## src/rtl/csc_pkg.sv

```systemverilog
// ============================================================
// Contract
// - results are 24-bit words: raw right-justified, corrected left-justified
// - auto-zeroed raw value is half of direct minus auto-zero measurement
// - auto-zero conversion keeps setup but swaps amplifier inputs and offsets
// - full measure runs sensor AZ, sensor, temp AZ, temp; returns two words
// - raw sensor command takes zero word, uses stored sensor setup, returns raw
// - raw sensor with setup uses the host word instead of the stored setup
// - raw temperature loads temp and scaling setup, auto-zeroes, returns raw
// - memory-read codes return the 16-bit word at that address
// - write codes store data at index code minus write base
// - writes while memory is locked are discarded without change
// - checksum command computes memory checksum and stores it in memory
// - sleep command enters sleep; its response is status byte only
// - enter-command-mode must come first after power-up; enables command mode
// - commands accepted only in allowed modes; cyclic accepts only sleep; code also accepts enter-command-mode there as the first command
// - checksum uses polynomial x^16 + x^15 + x^2 + 1 over whole memory; code covers words 0 to 1e, not the checksum word 1f
// - verification only after power-on; pass clears memory error flag
// - memory is 16-bit words, 28 customer words; code lets writes reach 29 words, 0 to 1c
// - ordinary writes reach only customer sector, never factory trim words
// - oversampling lengthens measurement time in proportion to factor
// - raw commands bypass all digital correction
// - read gives status byte then data of previous command; new command clears it
// - busy set while executing; new commands ignored while busy
// - status bits 4:3 give mode: 00 normal, 01 command
// - status bit 2 is 0 on checksum pass, 1 on fail
package csc_pkg;
	// ============================================================
	// command codes
	localparam logic [7:0] CMD_RD_LAST  = 8'h1f;
	localparam logic [7:0] CMD_WR_BASE  = 8'h20;
	localparam logic [7:0] CMD_WR_LAST  = 8'h3c;
	localparam logic [7:0] CMD_CRC      = 8'h90;
	localparam logic [7:0] CMD_RAW_S    = 8'ha2;
	localparam logic [7:0] CMD_RAW_SX   = 8'ha3;
	localparam logic [7:0] CMD_RAW_T    = 8'ha6;
	localparam logic [7:0] CMD_SLEEP    = 8'ha8;
	localparam logic [7:0] CMD_ENTER_COMMAND_MODE_CMD = 8'ha9;
	localparam logic [7:0] CMD_MEASURE  = 8'haa;
	// ============================================================
	// memory map
	localparam int         NVM_WORDS  = 32;
	localparam logic [4:0] CUST_LAST  = 5'h1c;
	localparam logic [4:0] CRC_LAST   = 5'h1e;
	localparam logic [4:0] CRC_IDX    = 5'h1f;
	localparam logic [4:0] SETUP_IDX  = 5'h02;
	localparam logic [4:0] SENS_IDX   = 5'h03;
	localparam logic [4:0] TEMP_IDX   = 5'h04;
	localparam logic [4:0] SCALE_IDX  = 5'h05;
	localparam int         CYCLIC_BIT = 15;
	localparam int         OSR_MSB    = 15;
	localparam int         OSR_LSB    = 14;
	localparam logic [15:0] CRC_POLY  = 16'h8005;
	localparam logic [15:0] CRC_INIT  = 16'h0000;
	localparam logic [15:0] NVM_RST   = 16'h0000;
	// ============================================================
	// read port and status
	localparam logic [7:0]  RD_ADDR   = 8'h00;
	localparam logic [47:0] DATA_NONE = 48'h0;
	localparam logic [23:0] WORD_NONE = 24'h0;
	localparam logic [31:0] PAD16     = 32'h0;
	localparam logic [3:0]  REP_ONE   = 4'h1;
	localparam logic [27:0] ACC_ZERO  = 28'h0;
	localparam logic [23:0] RAW_ZERO  = 24'h0;
	localparam logic        ST_RSVD   = 1'b0;
	localparam logic        ST_POWER  = 1'b1;
	localparam logic        ST_NOSAT  = 1'b0;
	// ============================================================
	// types
	typedef enum logic [1:0] {
		CSC_SLEEP  = 2'b00,
		CSC_CMD    = 2'b01,
		CSC_CYCLIC = 2'b10
	} csc_mode_e;
	typedef enum logic [2:0] {
		CSC_IDLE  = 3'b000,
		CSC_REQ   = 3'b001,
		CSC_WAIT  = 3'b011,
		CSC_STORE = 3'b010,
		CSC_CRC   = 3'b110
	} csc_state_e;
	typedef enum logic [1:0] {
		STG_AZS = 2'b00,
		STG_SM  = 2'b01,
		STG_AZT = 2'b10,
		STG_TM  = 2'b11
	} csc_stage_e;
	localparam logic [1:0] MODE_NORMAL = 2'b00;
	localparam logic [1:0] MODE_CMDST  = 2'b01;
endpackage
```

## src/rtl/csc_cmd_engine.sv

```systemverilog
`timescale 1ns/1ps
module csc_cmd_engine (
	input  wire logic        clk_in,
	input  wire logic        reset_n_in,
	input  wire logic [7:0]  addr_in,
	input  wire logic [15:0] wdata_in,
	input  wire logic        wr_in,
	input  wire logic        rd_in,
	output logic      [55:0] rd_data_out,
	input  wire logic        nvm_locked_in,
	output logic             conv_start_out,
	output logic      [1:0]  conv_kind_out,
	output logic             conv_swap_out,
	output logic      [15:0] conv_setup_out,
	output logic      [15:0] conv_scale_out,
	input  wire logic        conv_done_in,
	input  wire logic [23:0] conv_value_in,
	input  wire logic        conv_ovf_in
);
	// ============================================================
	// state
	csc_pkg::csc_state_e state_ff;
	csc_pkg::csc_mode_e  mode_ff;
	csc_pkg::csc_stage_e stage_ff;
	csc_pkg::csc_stage_e last_stage_ff;
	logic [15:0] nvm_ff [csc_pkg::NVM_WORDS];
	logic        lock_meta_ff;
	logic        lock_ff;
	logic        first_ff;
	logic        measure_ff;
	logic [15:0] sens_setup_ff;
	logic [15:0] crc_ff;
	logic [4:0]  crc_idx_ff;
	logic        crc_store_ff;
	logic        mem_err_ff;
	logic        ovf_ff;
	logic [3:0]  rep_ff;
	logic [27:0] acc_ff;
	logic [23:0] az_ff;
	logic [23:0] sens_raw_ff;
	logic [47:0] result_ff;

	logic        busy;
	logic        accept;
	logic        is_rd;
	logic        is_wr;
	logic        is_meas;
	logic [4:0]  wr_idx;
	logic [15:0] crc_next;
	logic        crc_done;
	logic [1:0]  osr;
	logic [3:0]  reps;
	logic [27:0] acc_next;
	logic [23:0] avg;
	logic [24:0] diff;
	logic [23:0] raw;
	logic        store_last;

	// ============================================================
	// functions
	// one 16-bit word through the checksum shift register, msb first
	function automatic logic [15:0] crc_word(input logic [15:0] c, input logic [15:0] d);
		logic [15:0] r;
		logic        fb;
		r = c;
		fb = 1'b0;
		for (int i = 15; i >= 0; i--) begin
			fb = r[15] ^ d[i];
			r = {r[14:0], 1'b0};
			if (fb) begin
				r = r ^ csc_pkg::CRC_POLY;
			end
		end
		return r;
	endfunction

	// bias signed raw to unsigned range, msb-aligned corrected word
	function automatic logic [23:0] corr(input logic [23:0] r);
		return {~r[23], r[22:0]};
	endfunction

	// mode gate for every command code
	function automatic logic cmd_ok(input logic [7:0] c, input csc_pkg::csc_mode_e m, input logic first);
		logic normal;
		normal = (m != csc_pkg::CSC_CYCLIC);
		if (c <= csc_pkg::CMD_RD_LAST) begin
			return normal;
		end
		if (c >= csc_pkg::CMD_WR_BASE && c <= csc_pkg::CMD_WR_LAST) begin
			return normal;
		end
		unique case (c)
			csc_pkg::CMD_CRC, csc_pkg::CMD_RAW_S, csc_pkg::CMD_RAW_SX,
			csc_pkg::CMD_RAW_T, csc_pkg::CMD_MEASURE: begin
				return normal;
			end
			csc_pkg::CMD_SLEEP: begin
				return (m == csc_pkg::CSC_CMD) || (m == csc_pkg::CSC_CYCLIC);
			end
			csc_pkg::CMD_ENTER_COMMAND_MODE_CMD: begin
				return (m == csc_pkg::CSC_CMD) || first;
			end
			default: begin
				return 1'b0;
			end
		endcase
	endfunction

	// ============================================================
	// decode
	// busy gating
	assign busy = (state_ff != csc_pkg::CSC_IDLE);
	// mode gate; anything else is dropped here
	assign accept = wr_in && !busy && cmd_ok(addr_in, mode_ff, first_ff);
	assign is_rd = (addr_in <= csc_pkg::CMD_RD_LAST);
	assign is_wr = (addr_in >= csc_pkg::CMD_WR_BASE) && (addr_in <= csc_pkg::CMD_WR_LAST);
	assign is_meas = (addr_in == csc_pkg::CMD_RAW_S) || (addr_in == csc_pkg::CMD_RAW_SX) ||
		(addr_in == csc_pkg::CMD_RAW_T) || (addr_in == csc_pkg::CMD_MEASURE);
	// index is code minus write base
	assign wr_idx = 5'(addr_in - csc_pkg::CMD_WR_BASE);

	// checksum step over the current word
	assign crc_next = crc_word(crc_ff, nvm_ff[crc_idx_ff]);
	assign crc_done = (state_ff == csc_pkg::CSC_CRC) && (crc_idx_ff == csc_pkg::CRC_LAST);

	// repeat count doubles per oversampling step
	assign osr = conv_setup_out[csc_pkg::OSR_MSB:csc_pkg::OSR_LSB];
	assign reps = csc_pkg::REP_ONE << osr;
	assign acc_next = acc_ff + {{4{conv_value_in[23]}}, conv_value_in};
	assign avg = 24'($signed(acc_ff) >>> osr); // mean of the repeats, sign kept
	assign diff = {avg[23], avg} - {az_ff[23], az_ff};
	assign raw = diff[24:1];
	assign store_last = (state_ff == csc_pkg::CSC_STORE) && (stage_ff == last_stage_ff);

	// ============================================================
	// lock pin synchroniser
	always_ff @(posedge clk_in or negedge reset_n_in) begin
		if (!reset_n_in) begin
			lock_meta_ff <= 1'b0;
			lock_ff <= 1'b0;
		end else begin
			lock_meta_ff <= nvm_locked_in;
			lock_ff <= lock_meta_ff;
		end
	end

	// ============================================================
	// memory words; flip-flops stand in for the nonvolatile array
	// 16-bit words
	always_ff @(posedge clk_in or negedge reset_n_in) begin
		if (!reset_n_in) begin
			for (int i = 0; i < csc_pkg::NVM_WORDS; i++) begin
				nvm_ff[i] <= csc_pkg::NVM_RST;
			end
		end else if (accept && is_wr && !lock_ff && wr_idx <= csc_pkg::CUST_LAST) begin
			// locked writes dropped; factory words unreachable
			nvm_ff[wr_idx] <= wdata_in;
		end else if (crc_done && crc_store_ff) begin
			nvm_ff[csc_pkg::CRC_IDX] <= crc_next;
		end
	end

	// ============================================================
	// control sequencer; starts in checksum check straight after reset
	always_ff @(posedge clk_in or negedge reset_n_in) begin
		if (!reset_n_in) begin
			state_ff <= csc_pkg::CSC_CRC;
		end else begin
			unique case (state_ff)
				csc_pkg::CSC_IDLE: begin
					if (accept && addr_in == csc_pkg::CMD_CRC) begin
						state_ff <= csc_pkg::CSC_CRC;
					end else if (accept && is_meas) begin
						state_ff <= csc_pkg::CSC_REQ;
					end
				end
				csc_pkg::CSC_REQ: begin
					state_ff <= csc_pkg::CSC_WAIT;
				end
				csc_pkg::CSC_WAIT: begin
					if (conv_done_in) begin
						state_ff <= (rep_ff == reps - csc_pkg::REP_ONE) ? csc_pkg::CSC_STORE : csc_pkg::CSC_REQ;
					end
				end
				csc_pkg::CSC_STORE: begin
					state_ff <= store_last ? csc_pkg::CSC_IDLE : csc_pkg::CSC_REQ;
				end
				csc_pkg::CSC_CRC: begin
					if (crc_done) begin
						state_ff <= csc_pkg::CSC_IDLE;
					end
				end
				default: begin
					state_ff <= csc_pkg::CSC_IDLE;
				end
			endcase
		end
	end

	// ============================================================
	// checksum engine and memory error flag
	always_ff @(posedge clk_in or negedge reset_n_in) begin
		if (!reset_n_in) begin
			crc_ff <= csc_pkg::CRC_INIT;
			crc_idx_ff <= 5'h00;
			crc_store_ff <= 1'b0;
			mem_err_ff <= 1'b1;
		end else if (state_ff == csc_pkg::CSC_CRC) begin
			crc_ff <= crc_next;
			crc_idx_ff <= crc_idx_ff + 5'h01;
			// compare only on the power-on pass; flag follows result
			if (crc_done && !crc_store_ff) begin
				mem_err_ff <= (crc_next != nvm_ff[csc_pkg::CRC_IDX]);
			end
		end else if (accept && addr_in == csc_pkg::CMD_CRC) begin
			// command pass stores instead of comparing
			crc_ff <= csc_pkg::CRC_INIT;
			crc_idx_ff <= 5'h00;
			crc_store_ff <= 1'b1;
		end
	end

	// ============================================================
	// operating mode
	always_ff @(posedge clk_in or negedge reset_n_in) begin
		if (!reset_n_in) begin
			mode_ff <= csc_pkg::CSC_SLEEP;
			first_ff <= 1'b1;
		end else begin
			if (crc_done && !crc_store_ff && nvm_ff[csc_pkg::SETUP_IDX][csc_pkg::CYCLIC_BIT]) begin
				mode_ff <= csc_pkg::CSC_CYCLIC;
			end
			if (accept) begin
				first_ff <= 1'b0;
			end
			if (accept && addr_in == csc_pkg::CMD_SLEEP) begin
				mode_ff <= csc_pkg::CSC_SLEEP;
			end
			if (accept && addr_in == csc_pkg::CMD_ENTER_COMMAND_MODE_CMD) begin
				mode_ff <= csc_pkg::CSC_CMD;
			end
		end
	end

	// ============================================================
	// measurement sequence setup
	always_ff @(posedge clk_in or negedge reset_n_in) begin
		if (!reset_n_in) begin
			stage_ff <= csc_pkg::STG_AZS;
			last_stage_ff <= csc_pkg::STG_SM;
			measure_ff <= 1'b0;
			sens_setup_ff <= csc_pkg::NVM_RST;
		end else if (accept && is_meas) begin
			measure_ff <= (addr_in == csc_pkg::CMD_MEASURE);
			// host setup word replaces stored one
			if (addr_in == csc_pkg::CMD_RAW_SX) begin
				sens_setup_ff <= wdata_in;
			end else begin
				sens_setup_ff <= nvm_ff[csc_pkg::SENS_IDX];
			end
			stage_ff <= (addr_in == csc_pkg::CMD_RAW_T) ? csc_pkg::STG_AZT : csc_pkg::STG_AZS;
			last_stage_ff <= (addr_in == csc_pkg::CMD_RAW_S || addr_in == csc_pkg::CMD_RAW_SX) ?
				csc_pkg::STG_SM : csc_pkg::STG_TM;
		end else if (state_ff == csc_pkg::CSC_STORE && !store_last) begin
			stage_ff <= csc_pkg::csc_stage_e'(stage_ff + 2'b01);
		end
	end

	// ============================================================
	// converter request; shadow setup loaded per conversion
	always_ff @(posedge clk_in or negedge reset_n_in) begin
		if (!reset_n_in) begin
			conv_start_out <= 1'b0;
			conv_kind_out <= csc_pkg::STG_AZS;
			conv_swap_out <= 1'b0;
			conv_setup_out <= csc_pkg::NVM_RST;
			conv_scale_out <= csc_pkg::NVM_RST;
		end else begin
			conv_start_out <= (state_ff == csc_pkg::CSC_REQ);
			if (state_ff == csc_pkg::CSC_REQ) begin
				conv_kind_out <= stage_ff;
				// auto-zero stages keep setup, swap inputs and offsets
				conv_swap_out <= !stage_ff[0];
				// temperature stages use temperature and scaling words
				conv_setup_out <= stage_ff[1] ? nvm_ff[csc_pkg::TEMP_IDX] : sens_setup_ff;
				conv_scale_out <= nvm_ff[csc_pkg::SCALE_IDX];
			end else if (accept && is_meas) begin
				// setup must be valid before the first request for the repeat count
				conv_setup_out <= (addr_in == csc_pkg::CMD_RAW_T) ? nvm_ff[csc_pkg::TEMP_IDX] :
					(addr_in == csc_pkg::CMD_RAW_SX) ? wdata_in : nvm_ff[csc_pkg::SENS_IDX];
			end
		end
	end

	// ============================================================
	// accumulation, auto-zero and raw values
	always_ff @(posedge clk_in or negedge reset_n_in) begin
		if (!reset_n_in) begin
			rep_ff <= 4'h0;
			acc_ff <= csc_pkg::ACC_ZERO;
			az_ff <= csc_pkg::RAW_ZERO;
			sens_raw_ff <= csc_pkg::RAW_ZERO;
		end else if (state_ff == csc_pkg::CSC_WAIT && conv_done_in) begin
			// one more conversion per oversampling repeat
			acc_ff <= acc_next;
			rep_ff <= rep_ff + 4'h1;
		end else if (state_ff == csc_pkg::CSC_STORE) begin
			acc_ff <= csc_pkg::ACC_ZERO;
			rep_ff <= 4'h0;
			if (!stage_ff[0]) begin
				az_ff <= avg;
			end else if (stage_ff == csc_pkg::STG_SM) begin
				sens_raw_ff <= raw;
			end
		end
	end

	// ============================================================
	// result word and overflow flag
	always_ff @(posedge clk_in or negedge reset_n_in) begin
		if (!reset_n_in) begin
			result_ff <= csc_pkg::DATA_NONE;
			ovf_ff <= 1'b0;
		end else if (accept) begin
			// a new command clears old data; sleep leaves none
			ovf_ff <= 1'b0;
			result_ff <= is_rd ? {nvm_ff[addr_in[4:0]], csc_pkg::PAD16} : csc_pkg::DATA_NONE;
		end else begin
			// overflow only watched on capacitive conversions
			if (state_ff == csc_pkg::CSC_WAIT && conv_done_in && !stage_ff[1] && conv_ovf_in) begin
				ovf_ff <= 1'b1;
			end
			if (store_last) begin
				if (measure_ff) begin
					result_ff <= {corr(sens_raw_ff), corr(raw)};
				end else begin
					result_ff <= {raw, csc_pkg::WORD_NONE};
				end
			end
		end
	end

	// ============================================================
	// read port; same data on every repeat read
	always_ff @(posedge clk_in or negedge reset_n_in) begin
		if (!reset_n_in) begin
			rd_data_out <= {8'h00, csc_pkg::DATA_NONE};
		end else if (rd_in && addr_in == csc_pkg::RD_ADDR) begin
			rd_data_out <= {csc_pkg::ST_RSVD, csc_pkg::ST_POWER, busy,
				(mode_ff == csc_pkg::CSC_CMD) ? csc_pkg::MODE_CMDST : csc_pkg::MODE_NORMAL,
				mem_err_ff, ovf_ff, csc_pkg::ST_NOSAT, result_ff};
		end else if (rd_in) begin
			rd_data_out <= {8'h00, csc_pkg::DATA_NONE};
		end
	end
endmodule

```

## config.mk

```make
export PLATFORM = sky130hd
export DESIGN_NAME = csc_cmd_engine
export DESIGN_NICKNAME = d
export VERILOG_FILES = /design/src/rtl/csc_pkg.sv /design/src/rtl/csc_cmd_engine.sv
export SDC_FILE = /design/constraint.sdc
export NUM_CORES = 2
export LEC_CHECK = 0
export BUFFER_PORTS_ARGS = -buffer_cell sky130_fd_sc_hd__buf_2
export CAP_MARGIN = 25
export CORE_MARGIN = 2
export CORE_UTILIZATION = 45
export DETAILED_ROUTE_END_ITERATION = 10
export GPL_TIMING_DRIVEN = 0
export PLACE_DENSITY = 0.67
export SLEW_MARGIN = 40
export SYNTH_ARGS = -nofsm -noshare
export SYNTH_HDL_FRONTEND = slang
export SYNTH_SLANG_ARGS = --single-unit
```

## constraint.sdc

```tcl
create_clock -name clk_in -period 5.56 [get_ports clk_in]
set_input_delay 0.834 -clock clk_in [delete_from_list [all_inputs] [get_ports clk_in]]
set_output_delay 0.834 -clock clk_in [all_outputs]
set_load 0.005 [all_outputs]
```

==> flow_summary.yaml <==
run_status:
  outcome: "finished clean"
power:
  irDropWorstVdd_uv: 250
  p_total_mw: 12.8
  power_density_nw_per_um2: 273
  p_leak_nw: 22.3
synth:
  synth_edf_count: 0
  seq_area_frac_synth_pct: 47.0
  ys_warn_count: 0
  syn_area_um2: 41600
  ys_async_sr_fraction_pct: 100
  yosysUniqueCellTypes: 77
  synthCells: 3255
  yosys_register_bits: 780
  synth_area_per_cell_um2: 12.8
  synthFlopType: "dfrtp_1"
worst_setup_path:
  reg2reg_depth: 20
  cp.arrival_ns: 5.71
  critPathSlowestCell: "a2111oi_1"
  crit_required_ns: 6.09
  worstSetupEndpointType: "flip-flop"
  startpoint_type: "flip-flop"
  crit_chain: "clkbuf_2 > buf_2 > mux2i_1 > nor2_1 > a21oi_1 > nand2_1 > fa_1 > a21o_1 > a21oi_1 > o21bai_1 > a21o_1 > a21oi_1 > o21ai_0 > a2111oi_1 > o21ai_0 > a21boi_1 > o31ai_1 > a2111oi_0 > a21oi_1 > a22o_1"
  cp_common_cell: "a21oi_1"
  cp_max_fo: 10
  crit_start: "conv_setup_out[15]"
  timing.rr.end: "result_ff[23]"
  rr_startpoint: "conv_setup_out[15]"
  slowest_delay_ns: 0.53
  r2r_slack_ns: 0.38
  critical_path_class: "reg -> reg"
clocking:
  path_clk_slew_ns: 0.06
  hold_buffers: 0
  clk_path_buf_depth: 3
  clk_latency_ns: 0.66
  cts_tree: "yes"
  clkSinkCount: 780
  htree_levels: 3
  cts_made_buffers: 84
  post_cts.repair.setup_buffers: 0
  root_buffer: "clkbuf_16"
timing:
  setup_viol: 0
  maxSlewViolCount: 0
  fin_crit_sh_pct: 93.1
  finalHoldViolCount: 0
  worst_pin_slew_ns: 0.922
  tns_ns: 0
  rsz0062_at_grt: "false"
  fmax_mhz: 193
  fin_worst_skew_ns: 0.0307
  final.min_clock_period_ns: 5.18
  maxSlewHeadroom_pct: 38.1
  whs_ns: 0.0722
layout:
  nets: 3604
  areaGrowthSynthToFinish_pct: 13.2
  drive_gt1_share_pct: 35.4
  num-fill-cells: 7896
  fin_area_um2: 47000
placement:
  place.gp.congestion: 0.966
  place.port_buffers: 138
  dpl_cell_area_um2: 44200
  place_hpwl_mm: 105
floorplanning:
  fp.coreArea_um2: 91700
  io_pins: 147
  num_rows: 111
  initial_core_util_pct: 45.3
  die_h_um: 308
  die-area_um2: 94800
  die_w_um: 308
route:
  drt_iter0_drc: 3219
  final_antenna_net_count: 0
  drt-total-wl_mm: 143
  via_per_inst: 6.35
  routedWlPerCell_um: 30.0
  drc: 0
  vias: 30100
  drtPass1Iterations: 7
global_routing:
  grt_pass1_vias: 30300
  grt_max_degree: 104
  antenna_found_initial: 5
  grt_pass1_wl_mm: 209
  grt_usage_pct: 30.2
  overflow: 0
min_path:
  hold_class: "in -> async"
run:
  drv_cap: 0
==> synth_stat cells (5+ instances only) <==
cell / instances / area share, %
or3_1: 6 / 0.090
nor2_1: 74 / 0.67
a221oi_1: 11 / 0.23
inv_1: 95 / 0.86
a21o_1: 20 / 0.36
and2_1: 11 / 0.17
o21a_1: 7 / 0.13
mux2_2: 588 / 16
buf_6: 10 / 0.27
nor2b_1: 28 / 0.42
nand4_1: 6 / 0.090
nand2b_1: 23 / 0.35
buf_4: 14 / 0.25
clkbuf_1: 206 / 1.9
buf_2: 18 / 0.22
and3_1: 10 / 0.15
a22oi_1: 27 / 0.49
buf_1: 33 / 0.30
o211ai_1: 8 / 0.14
dfrtp_1: 776 / 47
a22o_1: 30 / 0.63
a31oi_1: 11 / 0.17
xnor2_1: 52 / 1.1
nand3b_1: 6 / 0.11
or2_2: 5 / 0.075
o31ai_1: 18 / 0.33
o21ai_0: 195 / 2.3
xor2_1: 45 / 0.95
nor4_1: 5 / 0.075
nand2_1: 199 / 1.8
nor3b_1: 18 / 0.33
a21oi_1: 67 / 0.81
a211oi_1: 24 / 0.43
nor3_1: 19 / 0.23
mux2i_1: 120 / 2.9
nand3_1: 72 / 0.87
mux4_2: 240 / 13
xnor2_2: 6 / 0.23
o22ai_1: 27 / 0.41
ha_1: 53 / 1.6
o21bai_1: 7 / 0.13
==> through the flow <==
step | worst slack (ns) | util (%) | instances
6_report | 0.384 | 51.3 | 4749
5_1_grt | 0.0174 | 51.3 | 4747
4_1_cts | 0.0133 | 51.3 | 4746
3_5_place_dp | -0.142 | 48.2 | 4594
3_3_place_gp | -13.33 | 47.7 | 4581
2_1_floorplan | 1.02 | - | 3257
==> cells by family (layout without fill, tap and decap cells) <==
logic type               count (synthesis)  after routing  synth area share, %
XOR/XNOR                               104            104                 2.32
AND/OR/NAND/NOR                        498            498                 5.75
flip-flops                             780            780                 47.0
adder cells (fa/ha/maj)                 56             56                 1.72
other                                    1              6              0.00902
AO/OA/AOI/OAI                          485            485                 7.29
multiplexers                           953            953                 32.1
buffers and inverters                  378            681                 3.81
==> state kept, by name, summed over array words and instances, names as in the netlist, 16 cells and up <==
signal / flops
nvm_ff: 512
sens_raw_ff: 24
result_ff: 48
az_ff: 24
conv_setup_out: 16
sens_setup_ff: 16
crc_ff: 16
conv_scale_out: 16
rd_data_out: 53
acc_ff: 27
==> how the worst max path moves through the flow <==
stage          cells past startpoint            end  slack [ns]
6_report                          20  result_ff[23]        0.38
5_1_grt                           20  result_ff[47]        0.02
4_1_cts                           20  result_ff[23]        0.01
3_5_place_dp                      20  result_ff[23]       -0.14
3_3_place_gp                       1    nvm_ff[100]      -13.33
2_1_floorplan                     20  result_ff[23]        1.02
==> layer usage <==
| layer | vias up | part of all wire (%) | GRT usage (%) |
|---|---|---|---|
| li1 | 12500 | - | - |
| met1 | 15600 | 38 | 38.2 |
| met2 | 1633 | 46 | 48.3 |
| met3 | 445 | 9.6 | 7.37 |
| met4 | 8 | 5.7 | 15.2 |
| met5 | - | 0.086 | 0.724 |
==> layout make-up <==
cell class / count / area (um^2) / share of cell area [%]
plain buffers: 283 / 1300 / 2.76
clock buffers: 124 / 2430 / 5.17
inverters: 95 / 357 / 0.758
multi-input cells: 2099 / 20500 / 43.7
clock inverters: 28 / 363 / 0.771
repair buffers: 151 / 1030 / 2.19
diodes: 3 / 7.51 / 0.0160
flip-flops and latches: 780 / 19500 / 41.5
well taps: 1186 / 1480 / 3.15
==> power by group <==
part           switching [mW]  internal, mW  total, mW
clock                    2.44          3.37       5.80
sequential             0.0619          5.74       5.80
combinational           0.846         0.390       1.24
==> critical path, delay by kind of cell (launching register included) <==
family | cells | cell delay (ns)
compound gates | 14 | 3.24
buf+inv | 2 | 0.59
flops | 1 | 0.46
fa+ha+maj | 1 | 0.42
mux | 1 | 0.23
simple gates | 2 | 0.16
==> placed cells by master, fill, tap and decap left out, types with 27 or more instances in the layout <==
cell type,instances
nand2_1,199
nand3_1,72
clkbuf_16,85
clkbuf_1,192
nor2_1,56
buf_2,174
o22ai_1,27
xnor2_1,52
mux2_2,588
mux2i_1,117
a21oi_1,67
inv_1,95
ha_1,53
a22o_1,30
mux4_2,240
xor2_1,45
a22oi_1,27
o21ai_0,195
nor2b_1,28
clkbuf_2,40
dfrtp_1,776
==> repair_timing <==
action | in CTS | in global routing
pin swaps | 0 | 0
setup endpoints to repair | 3 | 11
resized for setup | 1 | 5
(Power assumes the default switching activity.)
